$ cat src/pkg/wps_defines.vh
// Constants for the path status overhead block: register offsets,
// field positions, reset values, G1 codes and persistence counts.
// Assumes inclusion by bare name from the design directory search path.
`ifndef WPS_DEFINES_VH
`define WPS_DEFINES_VH

// ----------------------------------------------------------------
// Register byte offsets
// ----------------------------------------------------------------
`define WPS_OFF_CTRL        8'h00
`define WPS_OFF_LIVE        8'h04
`define WPS_OFF_PEND        8'h08
`define WPS_OFF_MASK_A      8'h0c
`define WPS_OFF_MASK_B      8'h10
`define WPS_OFF_TX_USER     8'h14
`define WPS_OFF_TX_MFRAME   8'h18
`define WPS_OFF_TX_G1       8'h1c

// ----------------------------------------------------------------
// Field positions
// ----------------------------------------------------------------
`define WPS_CTRL_RX_ENH     0
`define WPS_CTRL_TX_ENH     1
`define WPS_CTRL_TIM_FORCE  2
`define WPS_EV_REMOTE       0
`define WPS_EV_UNEQ         1
`define WPS_EV_PAYLOAD      2
`define WPS_EV_SERVER       3

// ----------------------------------------------------------------
// Reset values
// ----------------------------------------------------------------
`define WPS_RST_CTRL        3'h3
`define WPS_RST_MASK        4'h0
`define WPS_RST_TX_USER     8'h00
`define WPS_RST_TX_MFRAME   8'h00

// ----------------------------------------------------------------
// Path status byte codes (bits 5..7) and limits
// ----------------------------------------------------------------
`define WPS_CODE_NONE_ENH   3'h1
`define WPS_CODE_PAYLOAD    3'h2
`define WPS_CODE_SERVER     3'h5
`define WPS_CODE_CONNECT    3'h6
`define WPS_CODE_RDI_SET    3'h4
`define WPS_CODE_RDI_CLR    3'h0
`define WPS_REI_MAX         4'h8
`define WPS_PERSIST_LAST    4'h9
`define WPS_FIFO_DEPTH      4
`define WPS_FIFO_AW         2

`endif

$ cat src/design/wps_path_status.v
// Path status overhead: builds the transmitted G1, F2 and H4 bytes and
// parses the received G1 byte into far-end defects, events and IRQs.
// Assumes frame strobes, defect levels and the Avalon-MM master all run
// on ref_clk_i; no input here needs synchronising.
`timescale 1ns/100ps
`include "wps_defines.vh"

module wps_path_status (
    // Clock and reset
    input  wire        ref_clk_i,
    input  wire        resetn_i,
    // Avalon-MM slave
    input  wire [7:0]  avs_address_i,
    input  wire        avs_read_i,
    input  wire        avs_write_i,
    input  wire [31:0] avs_writedata_i,
    input  wire [3:0]  avs_byteenable_i,
    output wire [31:0] avs_readdata_o,
    output wire        avs_waitrequest_o,
    // Receive frame side
    input  wire        rx_frame_i,
    input  wire [7:0]  rx_g1_i,
    input  wire        rx_b3_valid_i,
    input  wire [3:0]  rx_b3_count_i,
    // Near-end defect levels
    input  wire        ne_path_ais_i,
    input  wire        ne_path_lop_i,
    input  wire        ne_path_plm_i,
    input  wire        ne_path_lcd_i,
    input  wire        ne_path_uneq_i,
    // Transmit frame side
    input  wire        tx_frame_i,
    output wire        tx_valid_o,
    output wire [7:0]  tx_g1_o,
    output wire [7:0]  tx_user_channel_value_o,
    output wire [7:0]  tx_multiframe_byte_value_o,
    // Interrupts
    output wire        path_irq_out_a,
    output wire        path_irq_out_b
);

    // ------------------------------------------------------------
    // Declarations
    // ------------------------------------------------------------
    reg  [2:0]  ctrl_q;
    reg  [3:0]  mask_a_q;
    reg  [3:0]  mask_b_q;
    reg  [7:0]  tx_user_channel_value;
    reg  [7:0]  tx_multiframe_byte_value;
    reg  [3:0]  pend_q;
    reg  [3:0]  pend_d;
    reg         payload_latched_q;
    reg         server_latched_q;
    reg         defect_state_q;
    reg  [3:0]  persist_cnt_q;
    reg  [2:0]  last_code_q;
    reg         ack_q;
    reg  [31:0] rdata_q;
    reg  [31:0] rdata_d;
    reg         irq_a_q;
    reg         irq_b_q;
    reg         tx_valid_q;
    reg  [7:0]  tx_g1_q;
    reg  [7:0]  tx_user_channel_value_q;
    reg  [7:0]  tx_multiframe_byte_value_q;
    reg  [3:0]  fifo_mem [0:`WPS_FIFO_DEPTH-1];
    reg  [`WPS_FIFO_AW:0] wr_ptr_q;
    reg  [`WPS_FIFO_AW:0] rd_ptr_q;
    reg  [2:0]  tx_code;
    reg  [3:0]  ev_set;

    wire        rx_enhanced_defect_select;
    wire        tx_enhanced_defect_select;
    wire        tim_force;
    wire        req;
    wire        accept;
    wire        wr_hit;
    wire        rd_pend;
    wire        rd_live;
    wire [2:0]  rx_code;
    wire        rx_sig;
    wire        sig_diff;
    wire        declare_chg;
    wire        code_new;
    wire        fifo_empty;
    wire        fifo_full;
    wire        fifo_push;
    wire        fifo_pop;
    wire [3:0]  b3_clamped;
    wire [3:0]  rei_value;
    wire        far_end_remote_defect_live;
    wire        far_end_unequipped_live;
    wire        far_end_remote_defect_pending;
    wire        far_end_unequipped_pending;
    wire        far_end_payload_defect_pending;
    wire        far_end_server_defect_pending;
    wire [3:0]  route_a;
    wire [3:0]  route_b;

    assign rx_enhanced_defect_select = ctrl_q[`WPS_CTRL_RX_ENH];
    assign tx_enhanced_defect_select = ctrl_q[`WPS_CTRL_TX_ENH];
    assign tim_force                 = ctrl_q[`WPS_CTRL_TIM_FORCE];

    // ------------------------------------------------------------
    // Bus handshake
    // ------------------------------------------------------------
    // One wait cycle lets read data come straight from a flop
    assign req               = avs_read_i | avs_write_i;
    assign accept            = req & ack_q;
    assign avs_waitrequest_o = req & ~ack_q;
    assign avs_readdata_o    = rdata_q;
    assign wr_hit            = accept & avs_write_i & avs_byteenable_i[0];
    assign rd_pend = accept & avs_read_i &
                     (avs_address_i[7:2] == `WPS_OFF_PEND >> 2);
    assign rd_live = accept & avs_read_i &
                     (avs_address_i[7:2] == `WPS_OFF_LIVE >> 2);

    always @(posedge ref_clk_i or negedge resetn_i) begin
        if (!resetn_i) begin
            ack_q <= 1'b0;
        end else begin
            ack_q <= req & ~ack_q;
        end
    end

    // ------------------------------------------------------------
    // Writable registers
    // ------------------------------------------------------------
    always @(posedge ref_clk_i or negedge resetn_i) begin
        if (!resetn_i) begin
            ctrl_q                   <= `WPS_RST_CTRL;
            mask_a_q                 <= `WPS_RST_MASK;
            mask_b_q                 <= `WPS_RST_MASK;
            tx_user_channel_value    <= `WPS_RST_TX_USER;
            tx_multiframe_byte_value <= `WPS_RST_TX_MFRAME;
        end else if (wr_hit) begin
            case (avs_address_i[7:2])
                `WPS_OFF_CTRL >> 2: begin
                    ctrl_q <= avs_writedata_i[2:0];
                end
                `WPS_OFF_MASK_A >> 2: begin
                    mask_a_q <= avs_writedata_i[3:0];
                end
                `WPS_OFF_MASK_B >> 2: begin
                    mask_b_q <= avs_writedata_i[3:0];
                end
                `WPS_OFF_TX_USER >> 2: begin
                    tx_user_channel_value <= avs_writedata_i[7:0];
                end
                `WPS_OFF_TX_MFRAME >> 2: begin
                    tx_multiframe_byte_value <= avs_writedata_i[7:0];
                end
                default: begin
                    ctrl_q <= ctrl_q;
                end
            endcase
        end
    end

    // ------------------------------------------------------------
    // Read data
    // ------------------------------------------------------------
    always @* begin
        rdata_d = 32'h0000_0000;
        case (avs_address_i[7:2])
            `WPS_OFF_CTRL >> 2:      rdata_d[2:0] = ctrl_q;
            `WPS_OFF_LIVE >> 2: begin
                rdata_d[`WPS_EV_REMOTE]  = far_end_remote_defect_live;
                rdata_d[`WPS_EV_UNEQ]    = far_end_unequipped_live;
                rdata_d[`WPS_EV_PAYLOAD] = payload_latched_q;
                rdata_d[`WPS_EV_SERVER]  = server_latched_q;
            end
            `WPS_OFF_PEND >> 2:      rdata_d[3:0] = pend_q;
            `WPS_OFF_MASK_A >> 2:    rdata_d[3:0] = mask_a_q;
            `WPS_OFF_MASK_B >> 2:    rdata_d[3:0] = mask_b_q;
            `WPS_OFF_TX_USER >> 2:   rdata_d[7:0] = tx_user_channel_value;
            `WPS_OFF_TX_MFRAME >> 2: rdata_d[7:0] = tx_multiframe_byte_value;
            `WPS_OFF_TX_G1 >> 2:     rdata_d[7:0] = tx_g1_q;
            default:                 rdata_d = 32'h0000_0000;
        endcase
    end

    // Sampled in the wait cycle, so the value shows at the accept edge
    always @(posedge ref_clk_i or negedge resetn_i) begin
        if (!resetn_i) begin
            rdata_q <= 32'h0000_0000;
        end else if (avs_read_i & ~ack_q) begin
            rdata_q <= rdata_d;
        end
    end

    // ------------------------------------------------------------
    // Receive G1 parsing and persistence
    // ------------------------------------------------------------
    // bits 5-7 are g1[3:1]; bit 8 (g1[0]) is ignored
    assign rx_code = rx_g1_i[3:1];

    // single reading looks at bit 5 only, so 000/011 and 100/111 pair
    assign rx_sig = rx_enhanced_defect_select ?
                    ((rx_code == `WPS_CODE_PAYLOAD) |
                     (rx_code == `WPS_CODE_SERVER)  |
                     (rx_code == `WPS_CODE_CONNECT)) :
                    rx_g1_i[3];

    assign sig_diff    = rx_frame_i & (rx_sig != defect_state_q);
    assign declare_chg = sig_diff & (persist_cnt_q == `WPS_PERSIST_LAST);

    // declare after ten frames in single mode
    // clear after ten clean frames in single mode
    // declare after ten enhanced defect frames
    // clear after ten frames without enhanced defect
    always @(posedge ref_clk_i or negedge resetn_i) begin
        if (!resetn_i) begin
            defect_state_q <= 1'b0;
            persist_cnt_q  <= 4'h0;
        end else if (rx_frame_i) begin
            if (declare_chg) begin
                defect_state_q <= ~defect_state_q;
                persist_cnt_q  <= 4'h0;
            end else if (sig_diff) begin
                persist_cnt_q <= persist_cnt_q + 4'h1;
            end else begin
                persist_cnt_q <= 4'h0;
            end
        end
    end

    // Last received code, to fire code events once per arrival
    always @(posedge ref_clk_i or negedge resetn_i) begin
        if (!resetn_i) begin
            last_code_q <= `WPS_CODE_NONE_ENH;
        end else if (rx_frame_i) begin
            last_code_q <= rx_code;
        end
    end

    assign code_new = rx_frame_i & rx_enhanced_defect_select &
                      (rx_code != last_code_q);

    assign far_end_remote_defect_live = defect_state_q;
    // live unequipped while declared on the connectivity code
    assign far_end_unequipped_live = defect_state_q &
                                     rx_enhanced_defect_select &
                                     (last_code_q == `WPS_CODE_CONNECT);

    // ------------------------------------------------------------
    // Events, pending and latched status
    // ------------------------------------------------------------
    always @* begin
        ev_set = 4'h0;
        // declare or clear is a remote defect event
        ev_set[`WPS_EV_REMOTE]  = declare_chg;
        ev_set[`WPS_EV_UNEQ]    = code_new &
                                  (rx_code == `WPS_CODE_CONNECT);
        ev_set[`WPS_EV_PAYLOAD] = code_new &
                                  (rx_code == `WPS_CODE_PAYLOAD);
        ev_set[`WPS_EV_SERVER]  = code_new &
                                  (rx_code == `WPS_CODE_SERVER);
    end

    // read clears only bits it returned, so a bit set in the wait
    // cycle is not lost; a same-cycle event wins
    always @* begin
        pend_d = (pend_q & ~(rdata_q[3:0] & {4{rd_pend}})) | ev_set;
    end

    always @(posedge ref_clk_i or negedge resetn_i) begin
        if (!resetn_i) begin
            pend_q            <= 4'h0;
            payload_latched_q <= 1'b0;
            server_latched_q  <= 1'b0;
        end else begin
            pend_q <= pend_d;
            // latch-high payload status, cleared by status read
            payload_latched_q <= ev_set[`WPS_EV_PAYLOAD] |
                                 (payload_latched_q &
                                  ~(rd_live & rdata_q[`WPS_EV_PAYLOAD]));
            // latch-high server status, cleared by status read
            server_latched_q  <= ev_set[`WPS_EV_SERVER] |
                                 (server_latched_q &
                                  ~(rd_live & rdata_q[`WPS_EV_SERVER]));
        end
    end

    assign far_end_remote_defect_pending  = pend_q[`WPS_EV_REMOTE];
    assign far_end_unequipped_pending     = pend_q[`WPS_EV_UNEQ];
    assign far_end_payload_defect_pending = pend_q[`WPS_EV_PAYLOAD];
    assign far_end_server_defect_pending  = pend_q[`WPS_EV_SERVER];

    // ------------------------------------------------------------
    // Interrupt routing
    // ------------------------------------------------------------
    // per-event mask gates each output
    // unequipped shares the remote defect mask bits
    assign route_a = {far_end_server_defect_pending  & mask_a_q[3],
                      far_end_payload_defect_pending & mask_a_q[2],
                      far_end_unequipped_pending     & mask_a_q[0],
                      far_end_remote_defect_pending  & mask_a_q[0]};
    assign route_b = {far_end_server_defect_pending  & mask_b_q[3],
                      far_end_payload_defect_pending & mask_b_q[2],
                      far_end_unequipped_pending     & mask_b_q[0],
                      far_end_remote_defect_pending  & mask_b_q[0]};

    always @(posedge ref_clk_i or negedge resetn_i) begin
        if (!resetn_i) begin
            irq_a_q <= 1'b0;
            irq_b_q <= 1'b0;
        end else begin
            irq_a_q <= |route_a;
            irq_b_q <= |route_b;
        end
    end

    assign path_irq_out_a = irq_a_q;
    assign path_irq_out_b = irq_b_q;

    // ------------------------------------------------------------
    // B3 error count FIFO
    // ------------------------------------------------------------
    // counts queue from receive side to transmit side
    // full drops the count silently, empty gives zero
    assign fifo_empty = (wr_ptr_q == rd_ptr_q);
    assign fifo_full  = (wr_ptr_q[`WPS_FIFO_AW] != rd_ptr_q[`WPS_FIFO_AW]) &
                        (wr_ptr_q[`WPS_FIFO_AW-1:0] ==
                         rd_ptr_q[`WPS_FIFO_AW-1:0]);
    assign fifo_push  = rx_b3_valid_i & ~fifo_full;
    assign fifo_pop   = tx_frame_i & ~fifo_empty;
    assign b3_clamped = (rx_b3_count_i > `WPS_REI_MAX) ?
                        `WPS_REI_MAX : rx_b3_count_i;
    assign rei_value  = fifo_empty ? 4'h0 :
                        fifo_mem[rd_ptr_q[`WPS_FIFO_AW-1:0]];

    // Storage needs no reset; only pointers define content
    always @(posedge ref_clk_i) begin
        if (fifo_push) begin
            fifo_mem[wr_ptr_q[`WPS_FIFO_AW-1:0]] <= b3_clamped;
        end
    end

    always @(posedge ref_clk_i or negedge resetn_i) begin
        if (!resetn_i) begin
            wr_ptr_q <= {(`WPS_FIFO_AW+1){1'b0}};
            rd_ptr_q <= {(`WPS_FIFO_AW+1){1'b0}};
        end else begin
            if (fifo_push) begin
                wr_ptr_q <= wr_ptr_q + 1'b1;
            end
            if (fifo_pop) begin
                rd_ptr_q <= rd_ptr_q + 1'b1;
            end
        end
    end

    // ------------------------------------------------------------
    // Transmit G1 code selection
    // ------------------------------------------------------------
    always @* begin
        tx_code = `WPS_CODE_RDI_CLR;
        if (tx_enhanced_defect_select) begin
            // highest priority first, else no-defect code
            // server on alarm indication or pointer loss
            if (ne_path_ais_i | ne_path_lop_i) begin
                tx_code = `WPS_CODE_SERVER;
            end else if (ne_path_uneq_i | tim_force) begin
                tx_code = `WPS_CODE_CONNECT;
            // payload on label mismatch or delineation loss
            end else if (ne_path_plm_i | ne_path_lcd_i) begin
                tx_code = `WPS_CODE_PAYLOAD;
            end else begin
                tx_code = `WPS_CODE_NONE_ENH;
            end
        end else begin
            // single mode, bits 6-7 sent as zero
            // defect flag on alarm indication or pointer loss
            if (ne_path_ais_i | ne_path_lop_i) begin
                tx_code = `WPS_CODE_RDI_SET;
            end else begin
                tx_code = `WPS_CODE_RDI_CLR;
            end
        end
    end

    // ------------------------------------------------------------
    // Transmit byte registers
    // ------------------------------------------------------------
    always @(posedge ref_clk_i or negedge resetn_i) begin
        if (!resetn_i) begin
            tx_valid_q <= 1'b0;
            tx_g1_q    <= 8'h00;
            tx_user_channel_value_q    <= `WPS_RST_TX_USER;
            tx_multiframe_byte_value_q    <= `WPS_RST_TX_MFRAME;
        end else begin
            tx_valid_q <= tx_frame_i;
            if (tx_frame_i) begin
                // error count in bits 1-4, bit 8 sent zero
                tx_g1_q <= {rei_value, tx_code, 1'b0};
                tx_user_channel_value_q <= tx_user_channel_value;
                tx_multiframe_byte_value_q <= tx_multiframe_byte_value;
            end
        end
    end

    assign tx_valid_o = tx_valid_q;
    assign tx_g1_o    = tx_g1_q;
    assign tx_user_channel_value_o    = tx_user_channel_value_q;
    assign tx_multiframe_byte_value_o    = tx_multiframe_byte_value_q;

endmodule

$ cat config.mk
export PLATFORM = sky130hd
export DESIGN_NAME = wps_path_status
export DESIGN_NICKNAME = d
export VERILOG_FILES = /design/src/design/wps_path_status.v
export VERILOG_INCLUDE_DIRS = /design/src /design/src/pkg
export SDC_FILE = /design/constraint.sdc
export NUM_CORES = 1
export LEC_CHECK = 0
export ABC_AREA = 1
export ABC_CLOCK_PERIOD_IN_PS = 1600
export BUFFER_PORTS_ARGS = -buffer_cell sky130_fd_sc_hd__buf_2
export CELL_PAD_IN_SITES_DETAIL_PLACEMENT = 0
export CELL_PAD_IN_SITES_GLOBAL_PLACEMENT = 2
export CORE_MARGIN = 2
export CORE_UTILIZATION = 31
export DETAILED_ROUTE_END_ITERATION = 12
export GPL_TIMING_DRIVEN = 0
export PLACE_DENSITY_LB_ADDON = 0.1
export RECOVER_POWER = 100
export SETUP_SLACK_MARGIN = 0.3
export SLEW_MARGIN = 20
export SYNTH_ARGS = -nofsm -noshare
export SYNTH_HDL_FRONTEND = slang
export SYNTH_SLANG_ARGS = --single-unit
$ cat constraint.sdc
create_clock -name ref_clk_i -period 1.6 [get_ports ref_clk_i]
set_input_delay 0.08 -clock ref_clk_i [delete_from_list [all_inputs] [get_ports ref_clk_i]]
set_output_delay 0.08 -clock ref_clk_i [all_outputs]
set_load 0.005 [all_outputs]
# ---- Word-level counts from Yosys, hierarchy flattened
# Memory sizes are Yosys's and may differ from the RTL's.
# Cells that the tools add are included.
dict set report word_totals {
  ff_bits 82
  n_memories 1
  wordCells 117
  output_inout_bits 60
  mem_bits_rw 16
}
# memory words word_bits rd rd_clocked_by_memory_dff wr line
set memory_table {}
lappend memory_table {fifo_mem 4 4 1 0 1 wps_path_status.v:66} ;# reg [3:0] fifo_mem [0:`WPS_FIFO_DEPTH-1];
dict set report op_classes {
  magnitude_cmp 1
  n_eq_ne 17
  bitwise 50
  n_reduce_logical 9
  muxes 15
  n_addsub 3
}
# cell count
set op_table {}
lappend op_table {{$and A1 B1 Y1} 32}
lappend op_table {{$eq A6 B3 Y1 const B} 4}
lappend op_table {{$pmux W3 S8} 1}
lappend op_table {{$mux W4} 4}
lappend op_table {{$eq A6 B2 Y1 const B} 2}
lappend op_table {{$mux W3} 4}
lappend op_table {{$pmux W4 S3} 1}
lappend op_table {{$reduce_and A2 Y1} 6}
lappend op_table {{$eq A3 B3 Y1 const B} 3}
lappend op_table {{$and A4 B4 Y4} 2}
lappend op_table {{$or A1 B1 Y1} 8}
lappend op_table {{$reduce_or A4 Y1} 2}
lappend op_table {{$pmux W1 S7} 1}
lappend op_table {{$add A3 B1 Y3 const B} 2}
lappend op_table {{$eq A6 B1 Y1 const B} 1}
lappend op_table {{$logic_not A6 Y1} 1}
lappend op_table {{$not A1 Y1} 6}
lappend op_table {{$add A4 B1 Y4 const B} 1}
lappend op_table {{$eq A4 B4 Y1 const B} 1}
lappend op_table {{$gt A4 B4 Y1 const B} 1}
lappend op_table {{$not A4 Y4} 1}
lappend op_table {{$or A4 B4 Y4} 1}
lappend op_table {{$eq A3 B2 Y1 const B} 1}
lappend op_table {{$eq A3 B3 Y1} 1}
lappend op_table {{5 further kinds} 8}

# ---- Depth between registers and ports, before layout
# Gate-level depths: netlist (run 1).
dict set report logic_depth {
  depth_word 8
  depth_mapped 10
  depth_no_buf 10
}

# ---- Least setup slack after synthesis (run 1)
# No wires, ideal clock.
dict set report synth_path {
  kind {reg2reg}
  start {reg rd_ptr_q[0]}
  end {mem fifo_mem[0][0], enable pin}
  period_less_slack_ns 1.416
  path_stages_with_launch 7
  n_path_buf 1
  arrival_ns 1.086
  slack_ns 0.184
  path_cell_list {dfrtp_1 -> buf_2 -> xor2_1 -> nor2_1 -> nand2_1 -> nand2_2 -> nor2_1}
}
dict set report synth_via {
  elab_chain_len 6
}
# element line
set synth_rtl {}
lappend synth_rtl {{start: declaration} wps_path_status.v:68} ;# reg [`WPS_FIFO_AW:0] rd_ptr_q;
lappend synth_rtl {{start signal: assignment} wps_path_status.v:343} ;# rd_ptr_q <= {(`WPS_FIFO_AW+1){1'b0}};
lappend synth_rtl {{start signal: assignment} wps_path_status.v:349} ;# rd_ptr_q <= rd_ptr_q + 1'b1;
lappend synth_rtl {{$eq A2 B2 Y1} wps_path_status.v:324} ;# (wr_ptr_q[`WPS_FIFO_AW-1:0] ==
lappend synth_rtl {{$and A1 B1 Y1} wps_path_status.v:323} ;# assign fifo_full = (wr_ptr_q[`WPS_FIFO_AW] != rd_ptr_q[`WPS_FIFO_AW]) &
lappend synth_rtl {{$not A1 Y1} wps_path_status.v:326} ;# assign fifo_push = rx_b3_valid_i & ~fifo_full;
lappend synth_rtl {{$and A1 B1 Y1} wps_path_status.v:326}
lappend synth_rtl {{$mux W1} wps_path_status.v:335} ;# if (fifo_push) begin
lappend synth_rtl {{$mux W1} wps_path_status.v:336} ;# fifo_mem[wr_ptr_q[`WPS_FIFO_AW-1:0]] <= b3_clamped;
lappend synth_rtl {{end: declaration} wps_path_status.v:66}
# No other way between the ends.

# ---- Final worst setup path (run 1)
dict set report layout_path {
  start {reg rd_ptr_q[0]}
  end {reg wr_ptr_q[0]}
}
dict set report layout_via {
  elab_chain_len 4
}
# element line
set layout_rtl {}
lappend layout_rtl {{$eq A2 B2 Y1} wps_path_status.v:324}
lappend layout_rtl {{$and A1 B1 Y1} wps_path_status.v:323}
lappend layout_rtl {{$not A1 Y1} wps_path_status.v:326}
lappend layout_rtl {{$and A1 B1 Y1} wps_path_status.v:326}
lappend layout_rtl {{end signal: assignment} wps_path_status.v:342} ;# wr_ptr_q <= {(`WPS_FIFO_AW+1){1'b0}};
lappend layout_rtl {{end signal: assignment} wps_path_status.v:346} ;# wr_ptr_q <= wr_ptr_q + 1'b1;
lappend layout_rtl {{end: declaration} wps_path_status.v:67} ;# reg [`WPS_FIFO_AW:0] wr_ptr_q;
# No other way between the ends.
# A chain may end at the register's enable or synchronous reset.

==> results of run 1 <==
Yosys cell counts, types with 6 or more instances:
cell	number	area [sq um]
nand2_1	183	687
dfrtp_1	79	1980
inv_1	41	154
o21ai_0	40	200
nor2_1	38	143
nand3_1	31	155
buf_4	26	195
edfxtp_1	16	480
o21ai_2	16	140
nand4_1	12	75.1
ha_1	7	87.6
xnor2_1	6	52.6
worst min-delay path, cell delays in order:
cell,delay [ns]
buf_2,0.10
inv_1,0.07
o21ai_2,0.06
kinds of logic after synthesis:
| kind of cell | count (synthesis) | share of synthesized area |
|---|---|---|
| XOR/XNOR | 11 | 0.0199 |
| AND/OR/NAND/NOR | 286 | 0.260 |
| adder cells (fa/ha/maj) | 7 | 0.0181 |
| buffers and inverters | 81 | 0.0878 |
| flip-flops | 98 | 0.525 |
| AO/OA/AOI/OAI | 68 | 0.0881 |
| other | 1 | 0.000776 |
power by group through the flow:
stage / Clock (mW) / Sequential (mW) / Combinational, mW
3_3_place_gp: 0 / 3.18 / 1.44
6_report: 2.28 / 3.14 / 1.69
3_5_place_dp: 0 / 3.19 / 1.48
5_1_grt: 2.45 / 3.19 / 1.93
4_1_cts: 2.34 / 3.14 / 1.58
2_1_floorplan: 0 / 3.11 / 1.04
timing repair:
action	in CTS	in global routing
hold buffers	4	0
buffers inserted	6	5
setup endpoints to repair	38	49
resized for setup	5	32
pin swaps	4	10
endpoints found under the hold margin	36	0
cloned	0	0
registers in the layout, indices dropped and copies added, names as in the netlist, 3 cells and up:
register,flops
avs_readdata_o,8
ctrl_q,3
fifo_mem,16
last_code_q,3
mask_a_q,4
mask_b_q,4
pend_q,4
persist_cnt_q,4
rd_ptr_q,3
tx_g1_o,7
tx_multiframe_byte_value,8
tx_multiframe_byte_value_o,8
tx_user_channel_value,8
tx_user_channel_value_o,8
wr_ptr_q,3
through the flow:
step | setup TNS [ns] | hold WS, ns
after detailed placement | -0.434 | 0.0974
after floorplan | 0 | -0.216
after global placement | -26.52 | 0.228
after global routing | 0 | 0.00154
final | 0 | -0.00124
after CTS | 0 | 0.00213
cell usage in the layout (no fill, tap or decap), types with 2 or more instances in the layout:
cell,Yosys,final
o21ai_2,16,5
nand2_2,4,2
buf_6,2,2
or2_2,4,4
xor2_1,5,3
inv_1,41,40
xor2_2,0,2
o22a_1,4,4
clkinvlp_4,0,2
buf_2,4,52
o21ai_0,40,44
nand2_4,2,3
dfrtp_1,79,78
conb_1,1,25
nor2_4,5,10
clkbuf_2,0,3
a21oi_1,4,3
dfstp_1,0,3
edfxtp_1,16,16
o21ai_1,0,7
nor2_1,38,32
inv_2,2,2
ha_1,7,7
clkbuf_1,3,24
nand4_1,12,13
nand3_1,31,31
nand2_1,183,183
dlygate4sd3_1,0,4
nor2_2,2,3
buf_4,26,34
clkbuf_16,0,9
xnor2_1,6,6
clkbuf_8,0,3
area by class of cell:
class | count | share of cell area
inverters | 45 | 0.0299
plain buffers | 36 | 0.0410
flip-flops and latches | 98 | 0.424
repair buffers | 84 | 0.0805
clock buffers | 14 | 0.0458
multi-input cells | 397 | 0.334
well taps | 188 | 0.0393
clock inverters | 2 | 0.00585
final timing paths:
kind,end,slack (ns),depth (start not counted)
max,wr_ptr_q[0],0.20,7
min,tx_multiframe_byte_value[6],-0.001,3
max reg2reg,wr_ptr_q[0],0.20,7
min reg2reg,tx_multiframe_byte_value_o[6],0.46,2
max in group asynchronous,ctrl_q[0],0.34,3
min in group asynchronous,last_code_q[1],0.44,2
per-layer routing:
layer  wire [microns]  share of wire  track usage
met2             6010           0.48        0.265
met5                0              0            0
met4              247          0.020       0.0652
met1             5840           0.47        0.214
met3              412          0.033       0.0241
==> impl_metrics.py, run 1 <==
metrics = {
    "outcome": {
        "outcome": "complete, but fails checks",
        "violations": "negative hold slack",
    },
    "global_routing": {
        "antenna_found_initial": 0,
        "grt_overflow_total": 0,
        "grt_pass1_wl_microns": 20400,
        "grt_max_degree": 48,
        "grtUsageTotal": 0.161,
        "grt_pass1_vias": 3892,
    },
    "cts": {
        "clkTransAtPathRegs_ns": 0.07,
        "cts_max_level": 3,
        "worstSkewPairLatency_ns": 0.35,
        "clock_path_buffers": 2,
        "cts-root-buf": "clkbuf_16",
        "cts_made_buffers": 9,
        "clock_sinks": 98,
        "cts_tree": "yes",
    },
    "worst_setup_path": {
        "crit_path_cell_trace": "buf_6 -> xor2_2 -> nor2_1 -> nand2_2 -> nand2_8 -> buf_4 -> xor2_1",
        "reg2reg_from": "rd_ptr_q[0]",
        "crit_start": "rd_ptr_q[0]",
        "worst-setup-path-type": "reg2reg",
        "critPathBufInv": 2,
        "crit_path_top_delay_cell": "dfrtp_1",
        "start_kind": "register",
        "critPathMaxStageDelay_ns": 0.40,
        "crit_path_end_kind": "register",
        "worstPathMaxFanout": 7,
        "required_ns": 1.87,
        "cpLargestDelayFamily": "flip-flops",
        "cp.arrival_ns": 1.67,
    },
    "worst_hold_path": {
        "worstHoldStart": "avs_writedata_i[6]",
        "hold_path_class": "in2reg",
    },
    "pwr": {
        "p_leak_nw": 3.06,
        "peakVddDrop_mv": 0.601,
        "pwr-share-comb": 0.238,
        "power_mw": 7.11,
        "internal_power_mw": 4.95,
        "p_sw_mw": 2.16,
        "p_clk_frac": 0.320,
        "seqPwrFrac": 0.442,
        "switching_share": 0.304,
        "powerDensity_mw_per_mm2": 1190,
    },
    "placed_design": {
        "placed_cell_area_sq_mm": 0.00557,
        "portBuffers": 68,
        "dp_hpwl_microns": 9380,
        "dp.cells": 833,
        "dp_slack_ns": -0.0638,
        "gp_congestion": 0.826,
    },
    "die": {
        "core_sq_mm": 0.0152,
        "die_x_microns": 129,
        "start_util": 0.318,
        "num_rows": 45,
        "die_h_microns": 129,
        "die-area_sq_mm": 0.0166,
        "ioPinCount": 128,
    },
    "layout": {
        "post-route-util": 0.394,
        "drive_gt1_frac": 0.216,
        "area_delta_synth_final_pct": 23.9,
        "final_design_area_no_fill_sq_mm": 0.00598,
        "multi_input_area_sq_mm": 0.00200,
        "final_cells": 864,
        "final_nets": 746,
        "fill_cells": 1598,
        "regArea_sq_mm": 0.00254,
        "num_antenna_cells": 0,
    },
    "detailed_routing": {
        "wirelength_microns": 12500,
        "dr.pass1.iters": 4,
        "vias_per_cell": 4.49,
        "num_vias": 3879,
        "wire_per_inst_microns": 14.5,
        "drcViolationCount": 0,
        "drt-initial-drc-count": 236,
        "ant_nets": 0,
    },
    "sta": {
        "maxSlewViolCount": 0,
        "max_freq_ghz": 0.714,
        "layout_setup_ws_ns": 0.200,
        "setup_viol": 0,
        "tightest_slew_ns": 1.00,
        "maxSlewHeadroom": 0.330,
        "hold_viol": 1,
        "fin_hold_ws_ns": -0.00124,
        "fin_skew_ns": 0.00829,
        "layout_min_cycle_time_ns": 1.40,
        "rsz0062_at_grt": "true",
        "fin_crit_sh": 0.875,
    },
    "logic_synthesis": {
        "synthFlopType": "dfrtp_1",
        "netlist_area_sq_mm": 0.00483,
        "ys_warn_count": 0,
        "yosys_register_bits": 98,
        "netlist_instances": 552,
        "synthArstFlopShare": 0.837,
        "avgSynthCellArea_sq_um": 8.75,
        "synth_cell_types": 38,
        "synth_edf_count": 16,
        "yosysSeqAreaShare": 0.525,
    },
    "flow_run": {
        "maxCapViolCount": 0,
    },
}
Note: power is estimated with default switching activity, not from simulation.
==> run 2, diff against run 1 <==
--- a/config.mk
+++ b/config.mk
@@ -6,13 +6,12 @@
 export SDC_FILE = /design/constraint.sdc
 export NUM_CORES = 1
 export LEC_CHECK = 0
-export ABC_AREA = 1
 export ABC_CLOCK_PERIOD_IN_PS = 1600
 export BUFFER_PORTS_ARGS = -buffer_cell sky130_fd_sc_hd__buf_2
 export CELL_PAD_IN_SITES_DETAIL_PLACEMENT = 0
 export CELL_PAD_IN_SITES_GLOBAL_PLACEMENT = 2
 export CORE_MARGIN = 2
-export CORE_UTILIZATION = 31
+export CORE_UTILIZATION = 34
 export DETAILED_ROUTE_END_ITERATION = 12
 export GPL_TIMING_DRIVEN = 0
 export PLACE_DENSITY_LB_ADDON = 0.1
==> run 2 against run 1 <==
  * The flow finishes with violations (negative setup slack)
  * Global-route usage rose by 0.33 points
  * Synthesized area fell by 3.8%
  * Utilization rose by 8.1 points
  * Via count fell by 17%
  * Final area rose by 5.5%
  * Total power rose by 9.1%
  * Non-clock buffer count rose by 24
  * First-iteration DRC count rose by 2.5%
  * Clock power fell by 2%
  * Critical path type unchanged
  * Largest cell class unchanged
==> impl_metrics.py, run 2 <==
metrics = {
    "outcome": {
        "outcome": "complete, but fails checks",
        "violations": "negative setup slack",
    },
    "logic_synthesis": {
        "netlist_instances": 358,
        "avgSynthCellArea_sq_um": 13.0,
        "synthTopCellsByArea": "dfrtp_1 43%, mux2_2 13%, edfxtp_1 10%",
        "synth.most_common_cell": "dfrtp_1",
        "synthFlopType": "dfrtp_1",
        "ys_warn_count": 0,
        "synth_edf_count": 16,
        "synth_cell_types": 59,
        "synth_common_cells": "79 x dfrtp_1, 53 x mux2_2, 25 x buf_4",
        "yosysTopAreaCellShare": 0.425,
        "synthArstFlopShare": 0.837,
        "yosysSeqAreaShare": 0.546,
        "synth_top_area_cell": "dfrtp_1",
        "netlist_area_sq_mm": 0.00465,
        "yosys_register_bits": 98,
    },
    "worst_setup_path": {
        "worst-setup-path-type": "reg2reg",
        "required_ns": 1.67,
        "crit_path_end_kind": "register",
        "cp.arrival_ns": 1.67,
        "start_kind": "register",
        "worstPathMaxFanout": 6,
    },
    "pwr": {
        "p_sw_mw": 2.33,
        "internal_power_mw": 5.43,
        "powerDensity_mw_per_mm2": 1230,
        "peakVddDrop_mv": 0.746,
        "seqPwrFrac": 0.424,
        "pwr-share-comb": 0.289,
        "p_clk_frac": 0.287,
        "switching_share": 0.300,
        "p_leak_nw": 2.94,
    },
    "layout": {
        "final_nets": 575,
        "num_antenna_cells": 0,
        "largest_register_ffs": 16,
        "drive_gt1_frac": 0.469,
        "area_delta_synth_final_pct": 35.9,
        "layout_common_cells": "77 x dfrtp_1, 48 x buf_2, 38 x buf_4",
        "final_cells": 681,
        "final_design_area_no_fill_sq_mm": 0.00631,
        "final_common_cell": "dfrtp_1",
    },
    "global_routing": {
        "grt_pass1_vias": 3466,
        "grt_overflow_total": 0,
        "grt_max_degree": 55,
        "grt_pass1_wl_microns": 18300,
        "antenna_found_initial": 0,
        "grtUsageTotal": 0.164,
    },
    "placed_design": {
        "dp.cells": 626,
        "dp_hpwl_microns": 7900,
        "portBuffers": 67,
        "dp_slack_ns": -0.165,
        "gp_congestion": 0.753,
        "placed_cell_area_sq_mm": 0.00542,
    },
    "die": {
        "ioPinCount": 128,
        "start_util": 0.350,
        "die_h_microns": 121,
        "core_sq_mm": 0.0133,
        "die_x_microns": 121,
        "num_rows": 42,
        "die-area_sq_mm": 0.0146,
    },
    "detailed_routing": {
        "wirelength_microns": 11300,
        "wire_per_inst_microns": 16.6,
        "dr.pass1.iters": 5,
        "drt-initial-drc-count": 242,
        "vias_per_cell": 4.71,
        "drcViolationCount": 0,
        "num_vias": 3209,
        "ant_nets": 0,
    },
    "cts": {
        "worstSkewPairLatency_ns": 0.35,
        "clkTransAtPathRegs_ns": 0.07,
        "cts_tree": "yes",
        "cts-root-buf": "clkbuf_16",
        "clock_path_buffers": 2,
        "clock_sinks": 98,
        "cts_max_level": 3,
        "cts_made_buffers": 9,
    },
    "sta": {
        "max_freq_ghz": 0.623,
        "fin_crit_sh": 1.00,
        "tightest_slew_ns": 0.748,
        "fin_hold_ws_ns": 0.0216,
        "fin_skew_ns": 0.00486,
        "hold_viol": 0,
        "layout_min_cycle_time_ns": 1.60,
        "setup_viol": 9,
        "layout_setup_ws_ns": -0.00488,
        "maxSlewViolCount": 0,
        "maxSlewHeadroom": 0.501,
        "rsz0062_at_grt": "true",
        "tns_ns": -0.0250,
    },
    "worst_hold_path": {
        "hold_path_class": "in2reg",
    },
    "flow_run": {
        "maxCapViolCount": 0,
    },
}
-- run 2: cell count changes in the layout (fill, tap and decap cells not counted), moves of 8 or more --
cell / delta
nand2_1: -167
o21ai_0: -36
mux2_2: +30
inv_1: -29
nand3_1: -29
nor2_1: -26
mux2_4: +23
mux4_2: +9
nand4_1: -9
nor2b_1: +9
buf_6: +8
-- run 2: per-stage QoR --
step                      total power [mW]  utilization
after global routing                  8.20        0.475
after global placement                4.92        0.405
after detailed placement              4.98        0.407
after floorplan                       4.47            -
after CTS                             7.70        0.474
final                                 7.76        0.475
-- run 2: layout make-up --
cell class	instances	area, sq um
Fill cell	1263	6980
Sequential cell	98	2540
Multi-Input combinational cell	235	2280
Timing Repair Buffer	107	674
Buffer	37	254
Clock buffer	9	225
Tap cell	176	220
Clock inverter	7	76.3
Inverter	12	45.0
-- run 2: power by group through the flow --
| stage | combinational, mW | sequential, mW | clock, mW |
|---|---|---|---|
| floorplan | 1.24 | 3.22 | 0 |
| global placement | 1.61 | 3.31 | 0 |
| detailed placement | 1.65 | 3.33 | 0 |
| CTS | 2.12 | 3.29 | 2.29 |
| global route | 2.46 | 3.35 | 2.39 |
| finish | 2.24 | 3.29 | 2.23 |
-- run 2: timing repair --
| item | CTS | global route |
|---|---|---|
| gates resized for setup | 73 | 22 |
| endpoints found under the setup margin | 69 | 73 |
| hold endpoints to repair | 37 | 0 |
| hold buffers | 6 | 0 |
| cloned | 0 | 0 |
| buffers inserted | 28 | 5 |
| pin swaps | 28 | 21 |
-- run 2: kinds of logic after synthesis --
group	after synthesis	share of synthesized area
adders and majority gates	7	0.0188
xor gates and xnor gates	10	0.0188
muxes	64	0.177
other	1	0.000807
AOI/OAI and AO/OA	53	0.0797
and+or+nand+nor	76	0.0983
DFF	98	0.546
buffers and inverters	49	0.0608
-- run 2: worst max-delay path: stages (launching register included) --
cell and delay [ns]:
dfrtp_1 0.40, buf_6 0.16, xnor2_2 0.14, a31oi_2 0.36, and2_4 0.26
-- run 2: path summary, 6_finish.rpt --
check	to	start	depth (start not counted)	slack, ns
max	fifo_mem[3][1]	rd_ptr_q[0]	4	-0.005
min	mask_b_q[3]	avs_writedata_i[3]	2	0.02
max reg2reg	fifo_mem[3][1]	rd_ptr_q[0]	4	-0.005
min reg2reg	avs_readdata_o[4]	avs_readdata_o[4]	2	0.49
max in group asynchronous	rd_ptr_q[1]	resetn_i	3	0.31
min in group asynchronous	last_code_q[1]	resetn_i	2	0.32
-- run 2: per-layer routing --
| layer | track usage | part of all wire | vias to the layer above |
|---|---|---|---|
| li1 | - | - | 1530 |
| met1 | 0.225 | 0.47 | 1607 |
| met2 | 0.259 | 0.48 | 65 |
| met3 | 0.0470 | 0.039 | 7 |
| met4 | 0.0363 | 0.0082 | 0 |
| met5 | 0 | 0 | - |
==> run 3, diff against run 2 <==
--- a/config.mk
+++ b/config.mk
@@ -14,10 +14,11 @@
 export CORE_UTILIZATION = 34
 export DETAILED_ROUTE_END_ITERATION = 12
 export GPL_TIMING_DRIVEN = 0
-export PLACE_DENSITY_LB_ADDON = 0.1
+export PLACE_DENSITY = 0.87
 export RECOVER_POWER = 100
 export SETUP_SLACK_MARGIN = 0.3
 export SLEW_MARGIN = 20
 export SYNTH_ARGS = -nofsm -noshare
 export SYNTH_HDL_FRONTEND = slang
 export SYNTH_SLANG_ARGS = --single-unit
+export TNS_END_PERCENT = 20
==> run 3 against run 2 <==
  * The run now ends clean
  * Final area shrank 5.9%
  * Via count is 2.8% lower
  * Worst setup slack better by 0.048 ns
  * Total power down 7.5%
  * Cell count decreased by 3.2%
  * Worst hold slack got worse by 0.0041 ns
  * Largest power group unchanged
  * Highest routed layer is now met5
==> impl_metrics.py, run 3 (synthesis results as in run 2) <==
metrics = {
    "worst_setup_path": {
        "worstSetupPathDepth": 6,
        "worstPathMaxFanout": 8,
        "cpLargestDelayFamily": "simple AND/OR/NAND/NOR gates",
        "crit_path_end_kind": "register",
        "critPathBufInv": 2,
        "start_kind": "register",
        "crit_path_top_delay_cell": "dfrtp_1",
        "critPathMaxStageDelay_ns": 0.35,
        "crit_start": "ack_q",
        "cp-endpoint": "tx_user_channel_value[2]",
        "required_ns": 1.83,
        "crit_path_cell_trace": "nor4b_4 -> buf_4 -> nand4_1 -> nor2_4 -> buf_12 -> mux2_4",
        "worst-setup-path-type": "reg2reg",
        "reg2reg_slack_ns": 0.04,
        "reg2reg_from": "ack_q",
        "r2r_end": "tx_user_channel_value[2]",
        "cp.arrival_ns": 1.79,
        "r2r_cells": 6,
    },
    "placed_design": {
        "dp_hpwl_microns": 7660,
        "portBuffers": 67,
        "gp_congestion": 0.807,
        "dp.cells": 626,
    },
    "die": {
        "num_rows": 42,
        "die-area_sq_mm": 0.0146,
        "core_sq_mm": 0.0133,
        "ioPinCount": 128,
        "die_x_microns": 121,
        "start_util": 0.350,
        "die_h_microns": 121,
    },
    "sta": {
        "maxSlewHeadroom": 0.372,
        "rsz0062_at_grt": "true",
        "max_freq_ghz": 0.642,
        "fin_hold_ws_ns": 0.0175,
        "maxSlewViolCount": 0,
        "fin_crit_sh": 0.973,
        "tns_ns": 0,
        "tightest_slew_ns": 0.943,
        "setup_viol": 0,
        "hold_viol": 0,
        "layout_min_cycle_time_ns": 1.56,
        "fin_skew_ns": 0.00947,
    },
    "global_routing": {
        "grt_pass1_wl_microns": 16800,
        "grt_max_degree": 48,
        "antenna_found_initial": 1,
        "grt_pass1_vias": 3214,
        "grtUsageTotal": 0.149,
        "grt_overflow_total": 0,
    },
    "cts": {
        "cts-root-buf": "clkbuf_16",
        "worstSkewPairLatency_ns": 0.34,
        "clkTransAtPathRegs_ns": 0.07,
        "cts_tree": "yes",
        "cts_max_level": 3,
        "cts_made_buffers": 9,
        "clock_sinks": 98,
        "clock_path_buffers": 2,
    },
    "layout": {
        "area_delta_synth_final_pct": 27.9,
        "final_common_cell": "dfrtp_1",
        "fill_cells": 1251,
        "largest_register_ffs": 16,
        "layout_common_cells": "78 x dfrtp_1, 43 x buf_2, 36 x mux2_2",
        "drive_gt1_frac": 0.385,
        "final_nets": 553,
        "final_cells": 659,
        "num_antenna_cells": 0,
    },
    "outcome": {
        "outcome": "finished clean",
    },
    "detailed_routing": {
        "wirelength_microns": 10500,
        "drt-initial-drc-count": 163,
        "ant_nets": 0,
        "wire_per_inst_microns": 16.0,
        "drcViolationCount": 0,
        "dr.pass1.iters": 4,
        "vias_per_cell": 4.73,
        "num_vias": 3120,
    },
    "pwr": {
        "p_leak_nw": 2.77,
        "peakVddDrop_mv": 0.733,
        "powerDensity_mw_per_mm2": 1210,
        "power_mw": 7.17,
    },
    "flow_run": {
        "maxCapViolCount": 0,
    },
    "worst_hold_path": {
        "hold_path_class": "in2reg",
    },
}
run 3: final cells by class:
class / instances / area (sq um) / share of cell area
clock buffers: 10 / 229 / 0.0385
well taps: 176 / 220 / 0.0371
repair buffers: 85 / 490 / 0.0825
clock inverters: 6 / 72.6 / 0.0122
multi-input cells: 235 / 2100 / 0.354
inverters: 12 / 45.0 / 0.00758
plain buffers: 37 / 245 / 0.0413
flip-flops and latches: 98 / 2540 / 0.427
run 3: worst min path at each step:
stage                             startpoint                          end  slack [ns]  cells after the start
after floorplan                     resetn_i                        ack_q       -0.22                      0
after global placement            tx_frame_i                   tx_valid_o        0.28                      1
after detailed placement            resetn_i             persist_cnt_q[0]        0.07                      1
after CTS                 avs_writedata_i[3]  tx_multiframe_byte_value[3]       0.007                      2
after global routing      avs_writedata_i[4]     tx_user_channel_value[4]       0.005                      2
final                     avs_writedata_i[4]     tx_user_channel_value[4]        0.02                      2
run 3: power breakdown:
group          switching (mW)  internal (mW)
registers               0.353           2.93
clock network           0.961           1.23
logic                   0.817          0.884
total                    2.13           5.04
run 3: routing by layer:
| metal | GRT usage | vias to the layer above | wire length [microns] |
|---|---|---|---|
| met1 | 0.188 | 1560 | 4700 |
| met5 | 0 | - | 7 |
| met4 | 0.0305 | 2 | 68 |
| li1 | - | 1483 | - |
| met3 | 0.0479 | 8 | 537 |
| met2 | 0.251 | 67 | 5230 |
run 3: what timing repair did:
action                                 CTS  global route
setup endpoints to repair               70            71
hold buffers                             5             0
buffers inserted                        10             2
resized for setup                       32            24
pin swaps                               10            14
endpoints found under the hold margin   42             0
run 3: through the flow:
step | setup WS (ns) | utilization | instance area (sq um)
floorplan | 0.136 | - | 4790
detailed placement | -0.187 | 0.405 | 5380
global route | -0.0162 | 0.447 | 5940
global placement | -0.314 | 0.402 | 5350
CTS | 0.0290 | 0.448 | 5950
finish | 0.0432 | 0.447 | 5940
